===== config.mk =====
export PLATFORM = sky130hd
export DESIGN_NAME = osc_mode_select
export DESIGN_NICKNAME = d
export VERILOG_FILES = /design/src/osc_select_pkg.sv /design/src/edge_multiplier.sv /design/src/osc_mode_select.sv
export SDC_FILE = /design/constraint.sdc
export NUM_CORES = 1
export LEC_CHECK = 0
export ABC_CLOCK_PERIOD_IN_PS = 6200
export BUFFER_PORTS_ARGS = -buffer_cell sky130_fd_sc_hd__buf_2
export CAP_MARGIN = 30
export CORE_ASPECT_RATIO = 1.2
export CORE_UTILIZATION = 59
export CTS_CLUSTER_SIZE = 20
export DETAILED_ROUTE_END_ITERATION = 16
export PLACE_DENSITY = 0.95
export SLEW_MARGIN = 0
export SYNTH_ARGS = -nofsm -noshare
export SYNTH_HDL_FRONTEND = slang
export SYNTH_SLANG_ARGS = --single-unit

===== constraint.sdc =====
create_clock -name hclk -period 6.2 [get_ports hclk]
set_input_delay 0.31 -clock hclk [delete_from_list [all_inputs] [get_ports hclk]]
set_output_delay 0.31 -clock hclk [all_outputs]
set_load 0.02 [all_outputs]

===== src/osc_select_pkg.sv =====
package osc_select_pkg;

  // ****************************************************************
  // Clock and frequency limits
  // ****************************************************************
  localparam int unsigned HCLK_HZ           = 10_000_000;
  localparam int unsigned PLL_MULT          = 4;
  localparam int unsigned PLL_MULT_LOG2     = 2;
  localparam int unsigned XTAL_PLL_IN_MAX_HZ = 10_000_000;
  localparam int unsigned XTAL_PLL_OUT_MAX_HZ = 40_000_000;
  localparam int unsigned INT_OSC_PLL_OUT_MAX_HZ = 32_000_000;
  // Least source period, in hclk cycles, that keeps the multiplied clock inside its limit.
  localparam int unsigned XTAL_MIN_PERIOD   = (PLL_MULT * HCLK_HZ + XTAL_PLL_OUT_MAX_HZ - 1) / XTAL_PLL_OUT_MAX_HZ;
  localparam int unsigned INT_OSC_MIN_PERIOD = (PLL_MULT * HCLK_HZ + INT_OSC_PLL_OUT_MAX_HZ - 1) / INT_OSC_PLL_OUT_MAX_HZ;
  localparam int unsigned PERIOD_W          = 12;
  localparam int unsigned CFG_SETTLE_CYCLES = 2;
  localparam int unsigned PORT_BIT          = 6;

  // ****************************************************************
  // Oscillator select encodings
  // ****************************************************************
  typedef enum logic [3:0] {
    rc_mode                 = 4'h7,
    rc_gpio_mode            = 4'h4,
    high_speed_crystal_mode = 4'h2,
    crystal_pll_mode        = 4'h6,
    internal_osc_block      = 4'h8
  } osc_mode_t;

  // ****************************************************************
  // Register map
  // ****************************************************************
  localparam logic [7:0] CTRL_OFFSET     = 8'h00;
  localparam logic [7:0] STATUS_OFFSET   = 8'h04;
  localparam logic [7:0] PORT_OFFSET     = 8'h08;
  localparam logic [7:0] PORT_DIR_OFFSET = 8'h0C;
  localparam int unsigned CTRL_PLL_EN_BIT  = 0;
  localparam int unsigned STAT_PLL_ON_BIT  = 4;
  localparam int unsigned STAT_LOCK_BIT    = 5;
  localparam int unsigned STAT_FAULT_BIT   = 6;
  localparam int unsigned STAT_CFG_BIT     = 7;
  localparam logic CTRL_RESET     = 1'b0;
  localparam logic PORT_RESET     = 1'b0;
  localparam logic PORT_DIR_RESET = 1'b0;
  localparam logic [1:0] HTRANS_NONSEQ = 2'h2;

endpackage

===== src/edge_multiplier.sv =====
`timescale 1ns/1ps
module edge_multiplier #(
  parameter int unsigned CNT_W     = 12,
  parameter int unsigned MULT_LOG2 = 2
) (
  input  wire logic             hclk,
  input  wire logic             hresetn,
  input  wire logic             enable,
  input  wire logic             src_edge,
  output logic                  tick,
  output logic                  locked,
  output logic [CNT_W-1:0]      period
);
  import osc_select_pkg::*;

  localparam int unsigned PULSES = 1 << MULT_LOG2;

  if (CNT_W < 4 || MULT_LOG2 < 1 || MULT_LOG2 > 4) begin : g_check
    $error("edge_multiplier: unsupported width or factor");
  end

  logic [CNT_W-1:0]     elapsed;
  logic [CNT_W-1:0]     phase;
  logic [MULT_LOG2:0]   left;
  logic [1:0]           seen;
  logic [CNT_W-1:0]     next_elapsed;
  logic [CNT_W-1:0]     next_phase;
  logic [MULT_LOG2:0]   next_left;
  logic [1:0]           next_seen;
  logic [CNT_W-1:0]     next_period;
  logic                 next_tick;
  logic [CNT_W-1:0]     step;

  // ****************************************************************
  // Period measure and spread of multiplied edges
  // ****************************************************************
  // The source period is measured in hclk cycles and each period is cut into equal steps.
  // The remainder of the division is dropped, so the last step of a period runs long.
  assign step = ((period >> MULT_LOG2) == '0) ? CNT_W'(1) : (period >> MULT_LOG2);

  always_comb begin
    next_elapsed = (elapsed == '1) ? elapsed : elapsed + CNT_W'(1);
    next_phase   = phase;
    next_left    = left;
    next_seen    = seen;
    next_period  = period;
    next_tick    = 1'b0;
    if (!enable) begin
      next_seen = 2'h0;
      next_left = '0;
    end else if (src_edge) begin
      next_period  = elapsed;
      next_elapsed = CNT_W'(1);
      next_phase   = '0;
      next_left    = (MULT_LOG2 + 1)'(PULSES - 1);
      next_seen    = (seen == 2'h3) ? seen : seen + 2'h1;
      next_tick    = locked;
    end else if (left != '0) begin
      next_phase = phase + CNT_W'(1);
      if (next_phase >= step) begin
        next_phase = '0;
        next_left  = left - (MULT_LOG2 + 1)'(1);
        next_tick  = locked;
      end
    end
  end

  assign locked = (seen >= 2'h2);

  always_ff @(posedge hclk or negedge hresetn) begin
    if (!hresetn) begin
      elapsed <= '0;
      phase   <= '0;
      left    <= '0;
      seen    <= 2'h0;
      period  <= '0;
      tick    <= 1'b0;
    end else begin
      elapsed <= next_elapsed;
      phase   <= next_phase;
      left    <= next_left;
      seen    <= next_seen;
      period  <= next_period;
      tick    <= next_tick;
    end
  end

  // ****************************************************************
  // Checks
  // ****************************************************************
  a_locked_edge_tick : assert property (@(posedge hclk) disable iff (!hresetn)
    enable && locked && src_edge |=> tick)
    else $error("locked source edge gave no multiplied tick");

endmodule


===== src/osc_mode_select.sv =====
`timescale 1ns/1ps
module osc_mode_select #(
  parameter int unsigned PERIOD_BITS = osc_select_pkg::PERIOD_W
) (
  input  wire logic        hclk,
  input  wire logic        hresetn,
  input  wire logic        hsel,
  input  wire logic [7:0]  haddr,
  input  wire logic [1:0]  htrans,
  input  wire logic        hwrite,
  input  wire logic [2:0]  hsize,
  input  wire logic [31:0] hwdata,
  input  wire logic        hready,
  output logic             hreadyout,
  output logic             hresp,
  output logic [31:0]      hrdata,
  input  wire logic [3:0]  osc_select_config,
  input  wire logic        rc_osc_in,
  input  wire logic        crystal_osc_in,
  input  wire logic        internal_osc_in,
  input  wire logic        osc_out_pin_i,
  output logic             osc_out_pin_o,
  output logic             osc_out_pin_oe,
  output logic             sys_clk_tick
);
  import osc_select_pkg::*;

  if (PERIOD_BITS < 4) begin : g_check
    $error("osc_mode_select: period counter too narrow");
  end

  // ****************************************************************
  // Pin synchronisers
  // ****************************************************************
  // Stage one feeds only stage two; the third stage exists for edge detection.
  logic [3:0] sync1;
  logic [3:0] sync2;
  logic [2:0] sync3;
  logic [3:0] cfg_sync1;
  logic [3:0] cfg_sync2;

  always_ff @(posedge hclk or negedge hresetn) begin
    if (!hresetn) begin
      sync1     <= 4'h0;
      sync2     <= 4'h0;
      sync3     <= 3'h0;
      cfg_sync1 <= 4'h0;
      cfg_sync2 <= 4'h0;
    end else begin
      sync1     <= {osc_out_pin_i, internal_osc_in, crystal_osc_in, rc_osc_in};
      sync2     <= sync1;
      sync3     <= sync2[2:0];
      cfg_sync1 <= osc_select_config;
      cfg_sync2 <= cfg_sync1;
    end
  end

  logic rc_edge;
  logic xtal_edge;
  logic int_osc_edge;
  assign rc_edge      = sync2[0] && !sync3[0];
  assign xtal_edge    = sync2[1] && !sync3[1];
  assign int_osc_edge = sync2[2] && !sync3[2];

  // ****************************************************************
  // Configuration capture
  // ****************************************************************
  // The strap is taken once, after the synchroniser has settled, and then held until reset.
  logic [3:0] mode;
  logic [1:0] settle;
  logic       cfg_done;
  logic [3:0] next_mode;
  logic [1:0] next_settle;
  logic       next_cfg_done;

  always_comb begin
    next_mode     = mode;
    next_settle   = settle;
    next_cfg_done = cfg_done;
    if (!cfg_done) begin
      if (settle == 2'(CFG_SETTLE_CYCLES)) begin
        next_mode     = cfg_sync2;
        next_cfg_done = 1'b1;
      end else begin
        next_settle = settle + 2'h1;
      end
    end
  end

  always_ff @(posedge hclk or negedge hresetn) begin
    if (!hresetn) begin
      mode     <= 4'h0;
      settle   <= 2'h0;
      cfg_done <= 1'b0;
    end else begin
      mode     <= next_mode;
      settle   <= next_settle;
      cfg_done <= next_cfg_done;
    end
  end

  logic is_rc;
  logic is_rc_gpio;
  logic is_xpll;
  logic is_int_osc;
  assign is_rc      = cfg_done && (mode == rc_mode);
  assign is_rc_gpio = cfg_done && (mode == rc_gpio_mode);
  assign is_xpll    = cfg_done && (mode == crystal_pll_mode);
  assign is_int_osc = cfg_done && (mode == internal_osc_block);

  // ****************************************************************
  // AHB-Lite register slave
  // ****************************************************************
  // Zero wait states: read data is fetched at the address phase and stands in the data phase.
  logic        pll_en;
  logic        port_latch;
  logic        port_dir;
  logic        wr_pend;
  logic [7:0]  wr_addr;
  logic        next_pll_en;
  logic        next_port_latch;
  logic        next_port_dir;
  logic        next_wr_pend;
  logic [7:0]  next_wr_addr;
  logic [31:0] next_hrdata;
  logic        pll_on;
  logic        pll_locked;
  logic        freq_fault;
  logic        take;

  assign take = hsel && hready && (htrans == HTRANS_NONSEQ) && (hsize == 3'h2);

  always_comb begin
    next_pll_en     = pll_en;
    next_port_latch = port_latch;
    next_port_dir   = port_dir;
    next_wr_pend    = take && hwrite;
    next_wr_addr    = take ? haddr : wr_addr;
    next_hrdata     = 32'h0000_0000;
    if (wr_pend) begin
      unique case (wr_addr)
        CTRL_OFFSET:     next_pll_en     = hwdata[CTRL_PLL_EN_BIT];
        PORT_OFFSET:     next_port_latch = hwdata[PORT_BIT];
        PORT_DIR_OFFSET: next_port_dir   = hwdata[PORT_BIT];
        default:         next_pll_en     = pll_en;
      endcase
    end
    if (take && !hwrite) begin
      unique case (haddr)
        CTRL_OFFSET:     next_hrdata[CTRL_PLL_EN_BIT] = pll_en;
        STATUS_OFFSET:   next_hrdata = {24'h00_0000, cfg_done, freq_fault, pll_locked, pll_on, mode};
        PORT_OFFSET:     next_hrdata[PORT_BIT] = is_rc_gpio ? sync2[3] : 1'b0;
        PORT_DIR_OFFSET: next_hrdata[PORT_BIT] = port_dir;
        default:         next_hrdata = 32'h0000_0000;
      endcase
    end
  end

  always_ff @(posedge hclk or negedge hresetn) begin
    if (!hresetn) begin
      pll_en     <= CTRL_RESET;
      port_latch <= PORT_RESET;
      port_dir   <= PORT_DIR_RESET;
      wr_pend    <= 1'b0;
      wr_addr    <= 8'h00;
      hrdata     <= 32'h0000_0000;
      hreadyout  <= 1'b0;
      hresp      <= 1'b0;
    end else begin
      pll_en     <= next_pll_en;
      port_latch <= next_port_latch;
      port_dir   <= next_port_dir;
      wr_pend    <= next_wr_pend;
      wr_addr    <= next_wr_addr;
      hrdata     <= next_hrdata;
      hreadyout  <= 1'b1;
      hresp      <= 1'b0;
    end
  end

  // ****************************************************************
  // PLL path selection
  // ****************************************************************
  // The software enable is looked at only for the internal oscillator; any code other than
  // the crystal PLL code leaves the crystal path unmultiplied.
  logic                   src_edge;
  logic                   pll_tick;
  logic [PERIOD_BITS-1:0] src_period;

  assign pll_on   = is_xpll || (is_int_osc && pll_en);
  assign src_edge = (is_rc || is_rc_gpio) ? rc_edge : (is_int_osc ? int_osc_edge : (cfg_done && xtal_edge));

  edge_multiplier #(
    .CNT_W     (PERIOD_BITS),
    .MULT_LOG2 (PLL_MULT_LOG2)
  ) u_mult (
    .hclk     (hclk),
    .hresetn  (hresetn),
    .enable   (pll_on),
    .src_edge (src_edge),
    .tick     (pll_tick),
    .locked   (pll_locked),
    .period   (src_period)
  );

  // A source faster than the limit allows would push the product past its ceiling, so the
  // multiplied edges are withheld and the system clock gets no ticks at all.
  assign freq_fault = pll_on && pll_locked &&
                      (src_period < (is_int_osc ? PERIOD_BITS'(INT_OSC_MIN_PERIOD) : PERIOD_BITS'(XTAL_MIN_PERIOD)));

  // ****************************************************************
  // System clock and oscillator pin
  // ****************************************************************
  logic [1:0] div_cnt;
  logic [1:0] next_div_cnt;
  logic       next_sys_tick;
  logic       next_pin_o;
  logic       next_pin_oe;

  always_comb begin
    next_div_cnt  = (is_rc || is_rc_gpio) && rc_edge ? div_cnt + 2'h1 : div_cnt;
    next_sys_tick = (pll_on && !freq_fault && pll_locked) ? pll_tick : (!pll_on && src_edge);
    next_pin_o    = 1'b0;
    next_pin_oe   = 1'b0;
    if (is_rc) begin
      next_pin_o  = next_div_cnt[1];
      next_pin_oe = 1'b1;
    end else if (is_rc_gpio) begin
      next_pin_o  = port_latch;
      next_pin_oe = port_dir;
    end
  end

  always_ff @(posedge hclk or negedge hresetn) begin
    if (!hresetn) begin
      div_cnt        <= 2'h0;
      sys_clk_tick   <= 1'b0;
      osc_out_pin_o  <= 1'b0;
      osc_out_pin_oe <= 1'b0;
    end else begin
      div_cnt        <= next_div_cnt;
      sys_clk_tick   <= next_sys_tick;
      osc_out_pin_o  <= next_pin_o;
      osc_out_pin_oe <= next_pin_oe;
    end
  end

  // ****************************************************************
  // Checks
  // ****************************************************************
  a_xtal_pll_forced : assert property (@(posedge hclk) disable iff (!hresetn)
    is_xpll |-> pll_on)
    else $error("crystal PLL mode left the PLL off");
  a_int_osc_soft_gate : assert property (@(posedge hclk) disable iff (!hresetn)
    is_int_osc |-> (pll_on == pll_en))
    else $error("internal oscillator PLL not following software enable");
  a_other_bypass : assert property (@(posedge hclk) disable iff (!hresetn)
    cfg_done && !is_xpll && !is_int_osc |-> !pll_on)
    else $error("PLL on for a non-PLL oscillator code");
  a_rc_pin_drive : assert property (@(posedge hclk) disable iff (!hresetn)
    is_rc && rc_edge && (div_cnt == 2'h1) |=> osc_out_pin_oe && osc_out_pin_o)
    else $error("RC divide-by-four output missing");
  a_rc_pin_low : assert property (@(posedge hclk) disable iff (!hresetn)
    is_rc && rc_edge && (div_cnt == 2'h3) |=> !osc_out_pin_o)
    else $error("RC divide-by-four output not falling");
  a_gpio_release : assert property (@(posedge hclk) disable iff (!hresetn)
    is_rc_gpio && $stable(port_dir) |=> (osc_out_pin_oe == $past(port_dir)))
    else $error("RC gpio mode pin enable not from port direction");
  a_gpio_latch_drive : assert property (@(posedge hclk) disable iff (!hresetn)
    is_rc_gpio |=> (osc_out_pin_o == $past(port_latch)))
    else $error("RC gpio mode pin value not from port latch");
  a_bypass_pass : assert property (@(posedge hclk) disable iff (!hresetn)
    !pll_on && src_edge |=> sys_clk_tick)
    else $error("unmultiplied source edge not passed through");
  // Once locked and inside its limit, every multiplied edge must reach the system clock.
  a_pll_tick_pass : assert property (@(posedge hclk) disable iff (!hresetn)
    pll_on && pll_locked && !freq_fault && pll_tick |=> sys_clk_tick)
    else $error("multiplied tick not passed to the system clock");
  a_config_held : assert property (@(posedge hclk) disable iff (!hresetn)
    cfg_done |=> cfg_done && $stable(mode))
    else $error("latched oscillator select changed");
  a_limit_guard : assert property (@(posedge hclk) disable iff (!hresetn)
    freq_fault && !src_edge |=> !sys_clk_tick)
    else $error("multiplied edge issued beyond frequency limit");

  // Main scenarios: divided pin, crystal lock, software enable, freed pin and plain bypass.
  c_rc_divide     : cover property (@(posedge hclk) disable iff (!hresetn) is_rc && $rose(osc_out_pin_o));
  c_xtal_locked   : cover property (@(posedge hclk) disable iff (!hresetn) is_xpll && pll_locked && pll_tick);
  c_int_osc_pll   : cover property (@(posedge hclk) disable iff (!hresetn) is_int_osc && $rose(pll_en));
  c_rc_gpio_drive : cover property (@(posedge hclk) disable iff (!hresetn) is_rc_gpio && osc_out_pin_oe);
  c_bypass_tick   : cover property (@(posedge hclk) disable iff (!hresetn) cfg_done && !pll_on && sys_clk_tick);

endmodule


; ---- Word-level counts from Yosys, hierarchy flattened
; Cells that the tools add are included.
[totals]
regBits = 118
latch_bits = 0
mem_bits_rw = 0
mem_bits_ro = 0
in_bits = 58
out_inout_bits = 37
elab_cells = 132
n_memories = 0
[op_classes]
n_addsub = 6
multipliers = 0
n_div = 0
magnitude_cmp = 3
eq_ne = 18
shifts = 0
n_mux = 35
n_bitwise = 2
n_reduce_logical = 42
[op_table]
columns = operator, n
row1 = $mux W12, 6
row2 = $eq A8 B4 Y1 const B, 4
row3 = $add A12 B1 Y12 const B, 2
row4 = $logic_and A1 B1 Y1, 20
row5 = $reduce_and A2 Y1, 9
row6 = $logic_not A8 Y1, 2
row7 = $mux W1, 15
row8 = $eq A12 B12 Y1 const B, 1
row9 = $eq A4 B3 Y1 const B, 3
row10 = $ge A12 B12 Y1, 1
row11 = $logic_not A12 Y1, 1
row12 = $lt A12 B2 Y1, 1
row13 = $mux W3, 4
row14 = $mux W10, 1
row15 = $mux W2, 5
row16 = $eq A8 B3 Y1 const B, 1
row17 = $mux W8, 1
row18 = $add A2 B1 Y2 const B, 3
row19 = $eq A2 B2 Y1 const B, 3
row20 = $logic_not A1 Y1, 6
row21 = $ne A3 B1 Y1 const B, 2
row22 = $mux W5, 1
row23 = $eq A4 B4 Y1 const B, 1
row24 = $eq A3 B2 Y1 const B, 1
row25 = other kinds (10), 12

; ---- Longest topological paths before layout
[depth]
depth_word = 10
mapped_depth = 12

; ---- By module
; Synthesis repeated with hierarchy kept, for this count alone.
[unflattened]
cells_unflattened = 427
hier_area_um2 = 4652.0
[by_module_without_submodules]
columns = module, n_inst, cells_each, area_each_um2, seq_area_each_um2
row1 = edge_multiplier, 1, 258, 2462.4, 1051.0
row2 = osc_mode_select, 1, 169, 2189.6, 1301.2

; ---- Worst setup path after synthesis
; Ideal clock, no wire load.
[synth_timing]
kind = register to register
from = register u_mult.phase[0]
to = register u_mult.phase[1]
setup_ns = 0.068
arrival_time_ns = 2.737
required_time_ns = 6.132
setup_slack_ns = 3.394
path_stages_with_launch = 13
path_cell_list = dfrtp_1 -> ha_1 -> and3_1 -> nand3_1 -> nor2_1 -> or2_2 -> ha_1 -> and4_1 -> o2111ai_1 -> a2bb2oi_1 -> and2_0 -> buf_2 -> a32o_1
[synth_between]
elab_chain_cells = 5
[synth_rtl]
columns = element, line
row1 = start: declaration, edge_multiplier.sv:23  ; logic [CNT_W-1:0] phase;
row2 = start signal: assignment, edge_multiplier.sv:80  ; phase <= next_phase;
row3 = $add A12 B1 Y12 (*), edge_multiplier.sv:59  ; next_phase = phase + CNT_W'(1);
row4 = $ge A12 B12 Y1, edge_multiplier.sv:60  ; if (next_phase >= step) begin
row5 = $mux W12 (*), edge_multiplier.sv:60
row6 = $mux W12 (*), edge_multiplier.sv:58  ; end else if (left != '0) begin
row7 = $mux W12 (*), edge_multiplier.sv:51  ; end else if (src_edge) begin
; Mark *: on every way between the ends. The rest lies on a longest branch, timed or not. The select of a mux whose other input is x is not followed.
; A chain may end at the register's enable or synchronous reset.

; ---- Worst setup path in the final report
[layout_timing]
from = register u_mult.phase[0]
to = register u_mult.phase[3]
; Same word-level chain as after synthesis.

==> metrics <==
status finished, final reports clean; drt wl/cell between 15 and 20 um; DRT Pass-1 Iters 6; number of synthesized register bits 94; met2 WL post-DR 4420 um; FP Rows 34; RSZ-0062 raised after global routing false; count leader, synth dfrtp_1; Post-DP HPWL between 6000 and 7000 um; CP arrival 3.85 ns; Slew Limit Headroom 0.309; Tightest Hold Check Type in2reg; VDD IR-drop max 0.212 mV; CTS Buf Count 9; met3 routed WL 345 um; yosys warns 0; clk slew on worst S/H paths about 0.10 ns; Clock Sinks 94; CP max stage delay roughly 0.60 ns; largest net degree at the start of global routing 56; Slew Limit Fails 0; r2r endpoint u_mult.phase[3]$_DFFE_PN0P_; Max Buffers Root-to-Sink 2; final setup vio count 0; worst path required time 6.50 ns; synthesized cell area approximately 4500 sq um; synth top area cells dfrtp_1 52%, ha_1 5.0%, mux2_2 4.5%, buf_4 4.3%, xnor2_1 2.5%; post-route ant nets 0; post-DR vias/cell around 5.8; antenna cells 0; Layout area overhead 7.46%; Worst Max-Slew Pin Slew 1.03 ns; Post-synth top cells 94 x dfrtp_1, 27 x nor2_1, 26 x buf_4; Met1 Wirelength 3420 um; area leader, netlist dfrtp_1; Final nets 527; Global Route Usage Sum 0.237; uppermost layer routed met4; Core ar. 7360 sq um; cell count of the worst reg-to-reg path 11; io pins 95; Setup CP Type reg2reg; Critical Path Slowest Stage Cell a2bb2oi_1; PwrDens between 200 and 300 nW/um^2; Util after Layout 0.664; WHS Path Cells 1; die area 8060 sq um; Hold Path Sink cfg_sync1[2]$_DFF_PN0_; hold path start osc_select_config[2]; layout cells sized above 1 0.184; cts hold-fix bufs 1; Port Buffers 39; Post-CTS Setup Inserts 0; Synth cell types 55; Clk Latency, worst-skew pair ~0.37 ns; Worst R2R Start u_mult.phase[0]$_DFFE_PN0P_; Residual DRC 0; share of the synthesized area in the top cell type 0.517; setup ws final 2.64 ns; detailed-route wire length 8480 um; initial core utilization 0.618; Max Clk Rate 281 MHz; fin crit share 0.574; antenna violations before repair 0; CP Launch Type flop; EDFF count, synth 0; crit-path most repeated cell ha_1; Fin Clk Skew 0.0145 ns; Die H a little under 100 um; Syn Area/Cell 11.0 sq um; critical path cell sequence ha_1 -> and3_1 -> nand3_1 -> nor2_1 -> xor2_1 -> ha_1 -> and4_1 -> o2111ai_1 -> a2bb2oi_1 -> and2_0 -> a32o_1; vias in the first global route 3198; post-synthesis sequential area ratio 0.517; CTS tree done; remaining global-route overflow 0; Synth Flop Type dfrtp_1; Max-cap violations 0; worst-path maximum fanout 9; Final Hold Violating Endpoints 0; ys async rst share 1.00; Mapped Cells about 410; crit end category flop; H-tree Lvls 3; RePlAce Congestion 0.835; LEAKAGE 2.28 nW; Die X 82.1 um; Place WS 2.72 ns; Iteration-0 DRC Markers 191; PostCTS Resize Cnt 0; via count 3144; setup_tns 0 ns; crit path time final 3.56 ns; first-pass GRT wire length between 10000 and 15000 um; CP startpoint u_mult.phase[0]$_DFFE_PN0P_; Root Driver clkbuf_8; reg2reg setup slack between 2 and 3 ns
[stage by stage]
| step | hold slack [ns] | area, sq um | power, W | instances |
|---|---|---|---|---|
| CTS | 0.0310 | 4880 | 0.00135 | 546 |
| finish | 0.0402 | 4880 | 0.00135 | 546 |
| detailed placement | 0.309 | 4680 | 0.000969 | 529 |
| global route | 0.0265 | 4880 | 0.00142 | 546 |
| global placement | 0.304 | 4680 | 0.000951 | 529 |
| floorplan | 0.0144 | 4640 | 0.000911 | 437 |
[layer usage]
layer,up-vias,global-route usage
met5,-,0
met1,1519,0.293
met2,106,0.387
li1,1488,-
met4,0,0.111
met3,31,0.0542
[logic make-up (layout without fill, tap and decap cells)]
kind of cell | count (synthesis) | after routing | synth area share
AOI/OAI and AO/OA | 61 | 61 | 0.0944
DFF | 94 | 94 | 0.517
adders and majority gates | 18 | 18 | 0.0495
xor gates and xnor gates | 19 | 19 | 0.0366
other | 2 | 26 | 0.00165
and+or+nand+nor | 134 | 134 | 0.164
buffers and inverters | 61 | 80 | 0.0782
muxes | 24 | 24 | 0.0578
[cell usage in the layout, fill, tap and decap left out, types with 3 or more instances in the layout]
master | netlist | final
nand2b_1 | 5 | 5
nand3_1 | 22 | 22
conb_1 | 2 | 26
nand4_1 | 5 | 5
o21ai_1 | 3 | 3
nor2b_1 | 5 | 5
o2111ai_1 | 3 | 3
mux2_2 | 18 | 18
and3_1 | 6 | 6
or3_1 | 3 | 3
a21oi_1 | 6 | 6
a32o_1 | 6 | 6
or2_2 | 3 | 3
a2111oi_0 | 3 | 3
nand2_1 | 20 | 20
xor2_1 | 6 | 6
mux2i_1 | 6 | 6
clkbuf_8 | 0 | 9
nor3_1 | 12 | 12
inv_1 | 23 | 23
xnor2_1 | 13 | 13
ha_1 | 18 | 18
o21a_1 | 3 | 3
buf_2 | 5 | 38
nor2_1 | 27 | 27
o31ai_1 | 4 | 4
nor4_1 | 6 | 6
dfrtp_1 | 94 | 94
o21ai_0 | 21 | 21
a211oi_1 | 3 | 3
[how the worst max path moves through the flow]
stage | to | cells after the start
after floorplan | u_mult.phase[1]$_DFFE_PN0P_ | 12
after global placement | u_mult.phase[8]$_DFFE_PN0P_ | 11
after detailed placement | u_mult.phase[8]$_DFFE_PN0P_ | 11
after CTS | u_mult.phase[3]$_DFFE_PN0P_ | 11
after global routing | u_mult.phase[3]$_DFFE_PN0P_ | 11
final | u_mult.phase[3]$_DFFE_PN0P_ | 11
[state kept, by name, summed over array words and instances (netlist names), 2 cells and up]
name            count
sync1               4
settle              2
wr_addr             8
u_mult.elapsed     12
mode                4
hrdata              8
u_mult.period      12
u_mult.left         3
cfg_sync1           4
sync3               3
u_mult.phase       12
cfg_sync2           4
div_cnt             2
sync2               4
u_mult.seen         2
[power breakdown]
group	leakage [nW]	internal, W	switching, W
combinational	0.970	0.0000958	0.000141
clock	0.0949	0.000155	0.000227
sequential	1.21	0.000672	0.0000536
total	2.28	0.000923	0.000422
[worst max-delay path: cells and delay by family (launching register included)]
kind	cells	cell delay, ns
AND/OR/NAND/NOR	5	1.26
flip-flops	1	0.46
XOR/XNOR	1	0.24
AO/OA/AOI/OAI	3	0.96
adder cells (fa/ha/maj)	2	0.56
[cell type report]
class	instances	area [sq um]
Clock inverter	7	66.3
Sequential cell	94	2350
Tap cell	90	113
Timing Repair Buffer	41	215
Multi-Input combinational cell	282	1930
Fill cell	545	2470
Clock buffer	9	124
Inverter	23	86.3
(Power assumes the default switching activity.)
